File: config.mk
export PLATFORM = sky130hd
export DESIGN_NAME = pusq_sequencer
export DESIGN_NICKNAME = d
export VERILOG_FILES = /design/src/verilog/pusq_pkg.sv /design/src/verilog/pusq_glitch_filter.sv /design/src/verilog/pusq_sequencer.sv
export VERILOG_INCLUDE_DIRS = /design/src /design/src/verilog
export SDC_FILE = /design/constraint.sdc
export NUM_CORES = 1
export LEC_CHECK = 0
export BUFFER_PORTS_ARGS = -buffer_cell sky130_fd_sc_hd__buf_2
export CAP_MARGIN = 20
export CORE_MARGIN = 5
export CORE_UTILIZATION = 49
export CTS_BUF_LIST = sky130_fd_sc_hd__clkbuf_4 sky130_fd_sc_hd__clkbuf_8 sky130_fd_sc_hd__clkbuf_16
export CTS_CLUSTER_SIZE = 16
export DETAILED_ROUTE_END_ITERATION = 12
export PLACE_DENSITY = 0.83
export SETUP_SLACK_MARGIN = 0.02
export SYNTH_ARGS = -nofsm -noshare
export SYNTH_HDL_FRONTEND = slang
export SYNTH_HIERARCHICAL = 1
export SYNTH_SLANG_ARGS = --single-unit
File: constraint.sdc
create_clock -name clk_sys -period 3 [get_ports clk_sys]
set_input_delay 0.9 -clock clk_sys [delete_from_list [all_inputs] [get_ports clk_sys]]
set_output_delay 0.9 -clock clk_sys [all_outputs]
set_load 0.02 [all_outputs]
File: src/verilog/pusq_consts.svh
// constants of the power-up and reset sequencer
`ifndef PUSQ_CONSTS_SVH
`define PUSQ_CONSTS_SVH

// oscillator clock period and glitch filter window
`define PUSQ_CLK_NS 10
`define PUSQ_FILT_MIN_NS 475
`define PUSQ_FILT_MAX_NS 2000
`define PUSQ_FILT_CYC ((`PUSQ_FILT_MIN_NS + `PUSQ_CLK_NS - 1) / `PUSQ_CLK_NS)

// start-up phase lengths in oscillator cycles
`define PUSQ_OSC_CYC 12'h0_408
`define PUSQ_FUSE_CYC 12'h0_488
`define PUSQ_PUMP_CYC 12'h0_2B0
`define PUSQ_BANK_CYC 12'h0_269

// warm reset stretch lengths
`define PUSQ_POR_STRETCH_CYC 12'h0_8D0
`define PUSQ_WARM_STRETCH_PERIPHERAL_BUS_CLOCK 6'h20
`define PUSQ_PERIPHERAL_BUS_CLOCK_DIV 1

// cpu boot address
`define PUSQ_BOOT_ADDR 32'h0000_0000

// register byte addresses
`define PUSQ_ADDR_EXC_STAT 8'h00
`define PUSQ_ADDR_GLB_STAT 8'h04
`define PUSQ_ADDR_INT_STAT 8'h08
`define PUSQ_ADDR_INT_MASK 8'h0C
`define PUSQ_ADDR_CTRL 8'h10
`define PUSQ_ADDR_SEQ_STATE 8'h14

// exception status bits
`define PUSQ_EXC_POWERUP 15
`define PUSQ_EXC_WDOG 13
`define PUSQ_EXC_SELFTEST 5
`define PUSQ_EXC_SOFT 4
`define PUSQ_EXC_EXTERNAL 3

// global status bits
`define PUSQ_GLB_OSCFAIL 0
`define PUSQ_GLB_SLIP0 8
`define PUSQ_GLB_SLIP1 9

// interrupt status bits and control bits
`define PUSQ_INT_SEQDONE 0
`define PUSQ_INT_WARM 1
`define PUSQ_CTRL_SWRST 0

`endif

File: src/verilog/pusq_pkg.sv
// types of the power-up and reset sequencer
package pusq_pkg;

	// start-up sequence states, one-hot
	typedef enum logic [5:0] {
		PUSQ_HOLD = 6'b00_0001,
		PUSQ_OSC  = 6'b00_0010,
		PUSQ_FUSE = 6'b00_0100,
		PUSQ_PUMP = 6'b00_1000,
		PUSQ_BANK = 6'b01_0000,
		PUSQ_RUN  = 6'b10_0000
	} pusq_state_t;

	// reset requests from inside the chip
	typedef struct packed {
		logic watchdog;
		logic debugger;
		logic selfTest;
		logic oscFail;
		logic [1:0] pllSlip;
	} pusq_req_t;

endpackage

File: src/verilog/pusq_glitch_filter.sv
// glitch filter: output follows a level only after it stands LEN cycles
`timescale 1ns/10ps
`default_nettype none
module pusq_glitch_filter #(
	parameter int LEN = 48,
	parameter bit INIT = 1'b1
) (
	// clock and reset
	input wire logic clk_sys,
	input wire logic rst,
	// level in, filtered level out
	input wire logic levelIn,
	output logic levelOut
);

	initial begin
		if (LEN < 2 || LEN > 255) begin
			$error("pusq_glitch_filter: LEN out of range");
		end
	end

	logic [7:0] cnt_ff;
	logic [7:0] nxt_cnt;
	logic out_ff;
	logic nxt_out;

	// count cycles that disagree with the output; any agreement restarts
	always_comb begin
		nxt_cnt = 8'h00;
		nxt_out = out_ff;
		if (levelIn != out_ff) begin
			if (cnt_ff == 8'(LEN - 1)) begin
				nxt_out = levelIn;
			end else begin
				nxt_cnt = cnt_ff + 8'h01;
			end
		end
	end

	always_ff @(posedge clk_sys or posedge rst) begin
		if (rst) begin
			cnt_ff <= 8'h00;
			out_ff <= INIT;
		end else begin
			cnt_ff <= nxt_cnt;
			out_ff <= nxt_out;
		end
	end

	assign levelOut = out_ff;

endmodule // pusq_glitch_filter
`default_nettype wire

File: src/verilog/pusq_sequencer.sv
// power-up and reset sequencer with reset cause flags
//
// What this block does
// - start only when both supplies are good and power-on reset is released
// - spend 1032 cycles on oscillator check, then 1160 on fuse autoload
// - then flash pump power-up 688 cycles, then flash bank 617, in order
// - at sequence end release cpu reset; first fetch from address zero
// - power-on reset input ignores lows under 475 ns, acts above 2000 ns
// - any reset drives the warm reset pin low, open drain, never high
// - an outside party may pull the warm reset pin low to request reset
// - warm reset input ignores lows under 475 ns, acts above 2000 ns
// - pin stays low at least 2256 cycles after power-on reset releases
// - other resets hold the pin low at least 32 peripheral clocks
// - power-up sets exception bit 15; watchdog or debugger sets bit 13
// - self-test reset sets bit 5, software bit 4, external bit 3
// - oscillator failure sets global bit 0; pll slip bits 8 and 9
// - low i/o supply from the voltage monitor acts as power-on reset
`timescale 1ns/10ps
`default_nettype none
`include "pusq_consts.svh"
module pusq_sequencer import pusq_pkg::*; #(
	parameter int PERIPHERAL_BUS_CLOCK_DIV = `PUSQ_PERIPHERAL_BUS_CLOCK_DIV
) (
	// clock and reset
	input wire logic clk_sys,
	input wire logic rst,
	// supplies and power-on reset
	input wire logic vccOkIn,
	input wire logic vccioOkIn,
	input wire logic vmonIoLowIn,
	input wire logic powerOnResetInN,
	// warm reset open-drain pin
	input wire logic warmResetIn,
	output logic warmResetOut,
	output logic warmResetOe,
	// internal reset requests
	input wire pusq_req_t resetReqIn,
	// cpu side
	output logic cpuResetOut,
	output logic [31:0] cpuBootAddr,
	// register port
	input wire logic [7:0] regAddr,
	input wire logic [31:0] regWrData,
	input wire logic regWr,
	input wire logic regRd,
	output logic [31:0] regRdData,
	// interrupt
	output logic irqOut
);

	initial begin
		if (PERIPHERAL_BUS_CLOCK_DIV < 1 || PERIPHERAL_BUS_CLOCK_DIV > 16) begin
			$error("pusq_sequencer: PERIPHERAL_BUS_CLOCK_DIV must be 1 to 16");
		end
	end

	// register address decode, used by read and write paths
	function automatic logic hit(input logic [7:0] a, input logic [7:0] r);
		hit = (a == r);
	endfunction

	logic porFilt;
	logic extFilt;
	logic porActive;
	logic extLowRaw;
	logic vclkEn;
	logic warmEvent;
	logic swReq;
	logic seqDone;

	// power-on input is active low; filter the active level
	pusq_glitch_filter #(.LEN(`PUSQ_FILT_CYC), .INIT(1'b1)) u_porFilt (
		.clk_sys(clk_sys),
		.rst(rst),
		.levelIn(!powerOnResetInN),
		.levelOut(porFilt)
	);

	// our own drive is masked out so we never retrigger on ourselves
	assign extLowRaw = !warmResetIn && !warmResetOe;
	pusq_glitch_filter #(.LEN(`PUSQ_FILT_CYC), .INIT(1'b0)) u_extFilt (
		.clk_sys(clk_sys),
		.rst(rst),
		.levelIn(extLowRaw),
		.levelOut(extFilt)
	);

	// any supply condition or power-on reset holds the sequence
	assign porActive = porFilt || vmonIoLowIn || !vccOkIn || !vccioOkIn;

	// peripheral clock enable divider
	logic [3:0] div_ff;
	logic [3:0] nxt_div;
	always_comb begin
		nxt_div = (div_ff == 4'(PERIPHERAL_BUS_CLOCK_DIV - 1)) ? 4'h0 : div_ff + 4'h1;
		// a request restarts the phase so the stretch is never cut short
		if (warmEvent) begin
			nxt_div = (PERIPHERAL_BUS_CLOCK_DIV == 1) ? 4'h0 : 4'h1;
		end
	end
	always_ff @(posedge clk_sys or posedge rst) begin
		if (rst) begin
			div_ff <= 4'h0;
		end else begin
			div_ff <= nxt_div;
		end
	end
	assign vclkEn = (div_ff == 4'h0);

	// start-up state machine with phase counter
	pusq_state_t state_ff;
	pusq_state_t nxt_state;
	logic [11:0] cnt_ff;
	logic [11:0] nxt_cnt;
	always_comb begin
		nxt_state = state_ff;
		nxt_cnt = cnt_ff;
		seqDone = 1'b0;
		if (porActive) begin
			nxt_state = PUSQ_HOLD;
			nxt_cnt = 12'h000;
		end else begin
			case (state_ff)
				PUSQ_HOLD: begin
					nxt_state = PUSQ_OSC;
					nxt_cnt = `PUSQ_OSC_CYC - 12'h001;
				end
				PUSQ_OSC: begin
					if (cnt_ff == 12'h000) begin
						nxt_state = PUSQ_FUSE;
						nxt_cnt = `PUSQ_FUSE_CYC - 12'h001;
					end else begin
						nxt_cnt = cnt_ff - 12'h001;
					end
				end
				PUSQ_FUSE: begin
					if (cnt_ff == 12'h000) begin
						nxt_state = PUSQ_PUMP;
						nxt_cnt = `PUSQ_PUMP_CYC - 12'h001;
					end else begin
						nxt_cnt = cnt_ff - 12'h001;
					end
				end
				PUSQ_PUMP: begin
					if (cnt_ff == 12'h000) begin
						nxt_state = PUSQ_BANK;
						nxt_cnt = `PUSQ_BANK_CYC - 12'h001;
					end else begin
						nxt_cnt = cnt_ff - 12'h001;
					end
				end
				PUSQ_BANK: begin
					if (cnt_ff == 12'h000) begin
						nxt_state = PUSQ_RUN;
						seqDone = 1'b1;
					end else begin
						nxt_cnt = cnt_ff - 12'h001;
					end
				end
				PUSQ_RUN: begin
					nxt_cnt = 12'h000;
				end
				default: begin
					nxt_state = PUSQ_HOLD;
					nxt_cnt = 12'h000;
				end
			endcase
		end
	end
	always_ff @(posedge clk_sys or posedge rst) begin
		if (rst) begin
			state_ff <= PUSQ_HOLD;
			cnt_ff <= 12'h000;
		end else begin
			state_ff <= nxt_state;
			cnt_ff <= nxt_cnt;
		end
	end

	// warm reset stretchers: oscillator cycles after power-on, peripheral_bus_clock otherwise
	logic [11:0] porStr_ff;
	logic [11:0] nxt_porStr;
	logic [5:0] warmStr_ff;
	logic [5:0] nxt_warmStr;
	assign warmEvent = (state_ff == PUSQ_RUN) && !porActive &&
		(|resetReqIn || extFilt || swReq);
	always_comb begin
		nxt_porStr = porStr_ff;
		nxt_warmStr = warmStr_ff;
		if (porActive) begin
			nxt_porStr = `PUSQ_POR_STRETCH_CYC;
		end else if (porStr_ff != 12'h000) begin
			nxt_porStr = porStr_ff - 12'h001;
		end
		if (warmEvent) begin
			nxt_warmStr = `PUSQ_WARM_STRETCH_PERIPHERAL_BUS_CLOCK;
		end else if (vclkEn && warmStr_ff != 6'h00) begin
			nxt_warmStr = warmStr_ff - 6'h01;
		end
	end
	always_ff @(posedge clk_sys or posedge rst) begin
		if (rst) begin
			porStr_ff <= `PUSQ_POR_STRETCH_CYC;
			warmStr_ff <= 6'h00;
		end else begin
			porStr_ff <= nxt_porStr;
			warmStr_ff <= nxt_warmStr;
		end
	end

	// open drain: only ever pulls low
	assign warmResetOut = 1'b0;
	assign warmResetOe = porActive || state_ff != PUSQ_RUN ||
		porStr_ff != 12'h000 || warmStr_ff != 6'h00;
	assign cpuResetOut = porActive || state_ff != PUSQ_RUN ||
		warmStr_ff != 6'h00;
	assign cpuBootAddr = `PUSQ_BOOT_ADDR;

	// cause flags, interrupt status and mask; set wins over clear
	logic [15:0] exc_ff;
	logic [15:0] nxt_exc;
	logic [9:0] glb_ff;
	logic [9:0] nxt_glb;
	logic [1:0] int_ff;
	logic [1:0] nxt_int;
	logic [1:0] mask_ff;
	logic [1:0] nxt_mask;
	logic [15:0] excSet;
	logic [9:0] glbSet;
	logic inRun;
	assign inRun = (state_ff == PUSQ_RUN) && !porActive;
	assign swReq = regWr && hit(regAddr, `PUSQ_ADDR_CTRL) &&
		regWrData[`PUSQ_CTRL_SWRST];
	always_comb begin
		excSet = 16'h0000;
		glbSet = 10'h000;
		excSet[`PUSQ_EXC_POWERUP] = porActive;
		excSet[`PUSQ_EXC_WDOG] = inRun &&
			(resetReqIn.watchdog || resetReqIn.debugger);
		excSet[`PUSQ_EXC_SELFTEST] = inRun && resetReqIn.selfTest;
		excSet[`PUSQ_EXC_SOFT] = inRun && swReq;
		excSet[`PUSQ_EXC_EXTERNAL] = inRun && extFilt;
		glbSet[`PUSQ_GLB_OSCFAIL] = inRun && resetReqIn.oscFail;
		glbSet[`PUSQ_GLB_SLIP0] = inRun && resetReqIn.pllSlip[0];
		glbSet[`PUSQ_GLB_SLIP1] = inRun && resetReqIn.pllSlip[1];
		nxt_exc = exc_ff;
		nxt_glb = glb_ff;
		nxt_int = int_ff;
		nxt_mask = mask_ff;
		// write one to clear exc and glb status, read clears int status; warm resets never clear these
		if (regWr && hit(regAddr, `PUSQ_ADDR_EXC_STAT)) begin
			nxt_exc = exc_ff & ~regWrData[15:0];
		end
		if (regWr && hit(regAddr, `PUSQ_ADDR_GLB_STAT)) begin
			nxt_glb = glb_ff & ~regWrData[9:0];
		end
		if (regWr && hit(regAddr, `PUSQ_ADDR_INT_MASK)) begin
			nxt_mask = regWrData[1:0];
		end
		if (regRd && hit(regAddr, `PUSQ_ADDR_INT_STAT)) begin
			nxt_int = 2'b00;
		end
		nxt_exc = nxt_exc | excSet;
		nxt_glb = nxt_glb | glbSet;
		nxt_int[`PUSQ_INT_SEQDONE] = nxt_int[`PUSQ_INT_SEQDONE] | seqDone;
		nxt_int[`PUSQ_INT_WARM] = nxt_int[`PUSQ_INT_WARM] | warmEvent;
	end
	always_ff @(posedge clk_sys or posedge rst) begin
		if (rst) begin
			exc_ff <= 16'h0000;
			glb_ff <= 10'h000;
			int_ff <= 2'b00;
			mask_ff <= 2'b00;
		end else begin
			exc_ff <= nxt_exc;
			glb_ff <= nxt_glb;
			int_ff <= nxt_int;
			mask_ff <= nxt_mask;
		end
	end
	assign irqOut = |(int_ff & mask_ff);

	// read data register; unmapped addresses read zero
	logic [31:0] rd_ff;
	logic [31:0] nxt_rd;
	always_comb begin
		nxt_rd = 32'h0000_0000;
		if (regRd) begin
			case (1'b1)
				hit(regAddr, `PUSQ_ADDR_EXC_STAT): nxt_rd[15:0] = exc_ff;
				hit(regAddr, `PUSQ_ADDR_GLB_STAT): nxt_rd[9:0] = glb_ff;
				hit(regAddr, `PUSQ_ADDR_INT_STAT): nxt_rd[1:0] = int_ff;
				hit(regAddr, `PUSQ_ADDR_INT_MASK): nxt_rd[1:0] = mask_ff;
				hit(regAddr, `PUSQ_ADDR_SEQ_STATE): nxt_rd[5:0] = state_ff;
				default: nxt_rd = 32'h0000_0000;
			endcase
		end
	end
	always_ff @(posedge clk_sys or posedge rst) begin
		if (rst) begin
			rd_ff <= 32'h0000_0000;
		end else begin
			rd_ff <= nxt_rd;
		end
	end
	assign regRdData = rd_ff;

	// helper counters for the checks below
	localparam int OSC_LAST = 1031;
	localparam int FUSE_LAST = 1159;
	localparam int PUMP_LAST = 687;
	localparam int BANK_LAST = 616;
	localparam int POR_HOLD = 2256;
	localparam int FILT_CYC = `PUSQ_FILT_CYC;
	int dwell;
	int relSince;
	int lowRun;
	int oeRun;
	always_ff @(posedge clk_sys or posedge rst) begin
		if (rst) begin
			dwell <= 0;
			relSince <= 0;
			lowRun <= 0;
			oeRun <= 0;
		end else begin
			dwell <= (nxt_state != state_ff) ? 0 : dwell + 1;
			relSince <= porActive ? 0 : (relSince < 9999 ? relSince + 1 : 9999);
			lowRun <= powerOnResetInN ? 0 : (lowRun < 999 ? lowRun + 1 : 999);
			oeRun <= !warmResetOe ? 0 : (oeRun < 9999 ? oeRun + 1 : 9999);
		end
	end
endmodule // pusq_sequencer
`default_nettype wire
==> results.json <==
{
  "run_status": "complete, no violations",
  "grt_use_total_pct": 17.6,
  "multi_input_area_sq_um": 2560,
  "maxSlewViolCount": 0,
  "clock_skew_ps": 13.6,
  "dr_wl_met3_um": 706,
  "wl_per_cell_um": 15.2,
  "grt_pass1_wl_um": 19000,
  "leakage_nw": 2.78,
  "grt_pass1_vias": 4064,
  "rows": 38,
  "dieWidth_um": 116,
  "fillers": 933,
  "seqCellArea_sq_um": 2620,
  "die_area_sq_um": 13400,
  "drc": 0,
  "cp_max_fo": 5,
  "syn_area_sq_um": 5470,
  "ios": 123,
  "clk_pin_slew_ps": 100,
  "nets": 665,
  "max_cap_viol_count": 0,
  "numCtsBuffers": 9,
  "syn_inst": 544,
  "hold_class": "register to register",
  "layout_min_cycle_time_ps": 2840,
  "cp_slowest_stage_delay_ps": 400,
  "ys_ff_latch": 104,
  "worstMarginPinSlew_ps": 569,
  "initial_core_util_pct": 50.3,
  "crit_arrival_ps": 1940,
  "insertion_delay_ps": 380,
  "max_freq_ghz": 0.353,
  "ys_seq_area_share_pct": 47.7,
  "drive_above_1_share_pct": 20.8,
  "insertedDiodeCount": 0,
  "antenna_left": 0,
  "ys.flop_type": "dfrtp_1",
  "ir_drop_mv": 0.334,
  "firstDrtPassIters": 6,
  "grt_max_degree": 43,
  "crit_required_ps": 2100,
  "portBuffers": 57,
  "syn2layout_area_growth_pct": 9.33,
  "slew_headroom_pct": 62.0,
  "clockRootBuffer": "clkbuf_8",
  "crit_family": "simple AND/OR/NAND/NOR gates",
  "synthArstFlopShare_pct": 100,
  "slowest_stage": "dfrtp_1",
  "hold_viol": 0,
  "tns_ps": 0,
  "final_common_cell": "dfrtp_1",
  "gp_congestion": 0.856,
  "post-cts-setup-buffer-count": 0,
  "vias_per_cell": 5.49,
  "yosys_warnings": 6,
  "critPathBufInv": 2,
  "synth_edf_count": 0,
  "wl_met1_um": 4750,
  "fin_util_pct": 55.0,
  "setup_viol": 0,
  "grt_setup_unrepaired": "no",
  "routed_wl_um": 11300,
  "crit_path_end_kind": "primary output",
  "highest_layer": "met4",
  "clock_path_buffers": 2,
  "pwr_density_cell_nw_per_um2": 479,
  "cts_tree": "built",
  "final_cell_mix": "dfrtp_1 (94), buf_2 (56), conb_1 (49), nor2_1 (46), nand2_1 (36)",
  "vias": 4100,
  "fp.dieH_um": 116,
  "globalRouteOverflowTotal": 0,
  "syn-mean-instance-area_sq_um": 10.1,
  "crit_path_start_kind": "register",
  "core-area_sq_um": 10900,
  "met2_length_um": 5710,
  "path_cells": "inv_1 -> ha_1 -> nor2b_4 -> and4_2 -> nand4_1 -> buf_4",
  "synth.distinct_cells": 66,
  "antenna_found_initial": 0,
  "h-tree-depth": 3,
  "cts_sinks": 104,
  "dp_hpwl_um": 8320,
  "crit_type": "register to primary output",
  "period_share_pct": 94.5,
  "drtIter0Drc": 264
}
==> sequential cells by signal (all words and copies together), names as in the netlist <==
signal              flops
exc_ff                 16
regRdData              16
cnt_ff                 12
porStr_ff              12
glb_ff                 10
u_extFilt/cnt_ff        8
u_porFilt/cnt_ff        8
state_ff                6
warmStr_ff              6
div_ff                  4
int_ff                  2
mask_ff                 2
u_extFilt/levelOut      1
u_porFilt/levelOut      1
==> Yosys cell counts, drive strengths merged, types with 2 or more instances <==
cell type / n / area [sq um]
or4b: 2 / 27.5
o21ai: 24 / 131
mux2i: 4 / 40.0
a22oi: 9 / 67.6
a21oi: 22 / 110
nand2b: 4 / 25.0
xnor2: 12 / 105
and4: 3 / 26.3
a31oi: 3 / 18.8
buf: 61 / 433
nand3b: 4 / 30.0
nand2: 36 / 135
o31ai: 2 / 15.0
o21a: 2 / 15.0
nor3: 18 / 95.1
inv: 16 / 60.1
nor4: 8 / 77.6
nor3b: 6 / 60.1
or4: 2 / 22.5
a21boi: 19 / 146
nand3: 18 / 95.1
dfstp: 6 / 158
and3: 8 / 50.1
a211oi: 5 / 42.5
o211ai: 4 / 35.0
dfrtp: 98 / 2450
or2: 3 / 18.8
nor2: 50 / 195
nand4: 4 / 25.0
nor2b: 8 / 50.1
mux2: 6 / 67.6
ha: 8 / 100
a22o: 10 / 87.6
a222oi: 2 / 20.0
a21o: 5 / 38.8
xor2: 16 / 140
and2: 9 / 56.3
a311oi: 2 / 17.5
or3: 7 / 43.8
clkbuf: 5 / 18.8
nand4b: 3 / 26.3
or3b: 2 / 17.5
==> layer usage <==
layer  global-route usage (%)  vias to the layer above
met5                        0                        -
met4                     4.64                        0
met3                     4.28                       15
met2                     29.9                      116
met1                     22.7                     2038
li1                         -                     1931
==> final timing paths <==
path / slack (ps) / endpoint / cells past startpoint / startpoint
worst min register to register: 490 / exc_ff[15] / 2 / exc_ff[15]
min in group asynchronous: 510 / u_extFilt/levelOut / 2 / rst
max in group asynchronous: 1730 / state_ff[0] / 3 / rst
worst max-delay path: 160 / warmResetOe / 6 / porStr_ff[0]
worst max register to register: 730 / cnt_ff[9] / 7 / cnt_ff[0]
worst min-delay path: 490 / exc_ff[15] / 2 / exc_ff[15]
==> timing repair <==
item | CTS | global route
pin swaps | 0 | 1
gates cloned | 0 | 0
gates resized for setup | 1 | 10
hold buffers | 0 | 0
setup endpoints to repair | 1 | 2
==> tightest hold or removal path: stages (launching register included) <==
cell and delay, ps:
dfrtp_1 350, nand2_1 50, nand2_1 60
==> per-stage QoR <==
step                      instance area, sq um  setup WS [ps]  hold WS, ps  total power [mW]  std cells
after floorplan                           5660            251          436              1.91        592
after global placement                    5740            308          451              1.94        731
after detailed placement                  5740            296          467              1.97        731
after CTS                                 5960            103          490              2.89        747
after global routing                      5980           31.5          503              3.03        747
final                                     5980            164          486              2.87        747
==> kinds of logic after synthesis <==
| group | synth area share [%] |
|---|---|
| xor+xnor | 4.48 |
| simple gates | 20.2 |
| flops | 47.7 |
| buf+inv | 9.35 |
| fa+ha+maj | 1.83 |
| compound gates | 14.4 |
| other cells | 0.0685 |
| mux | 1.97 |
==> report_power, final <==
group	internal (mW)	total (mW)	switching [mW]
sequential	1.47	1.54	0.0701
clock	0.403	0.918	0.515
combinational	0.154	0.402	0.248
total	2.03	2.87	0.833
==> layout make-up <==
type / count / share of cell area [%]
timing repair buffer: 65 / 6.02
inverter: 16 / 1.07
multi-input combinational: 406 / 42.8
clock buffer: 9 / 2.07
sequential: 104 / 43.7
clock inverter: 7 / 1.44
tap: 140 / 2.93
Note: power is estimated with default switching activity, not from simulation.
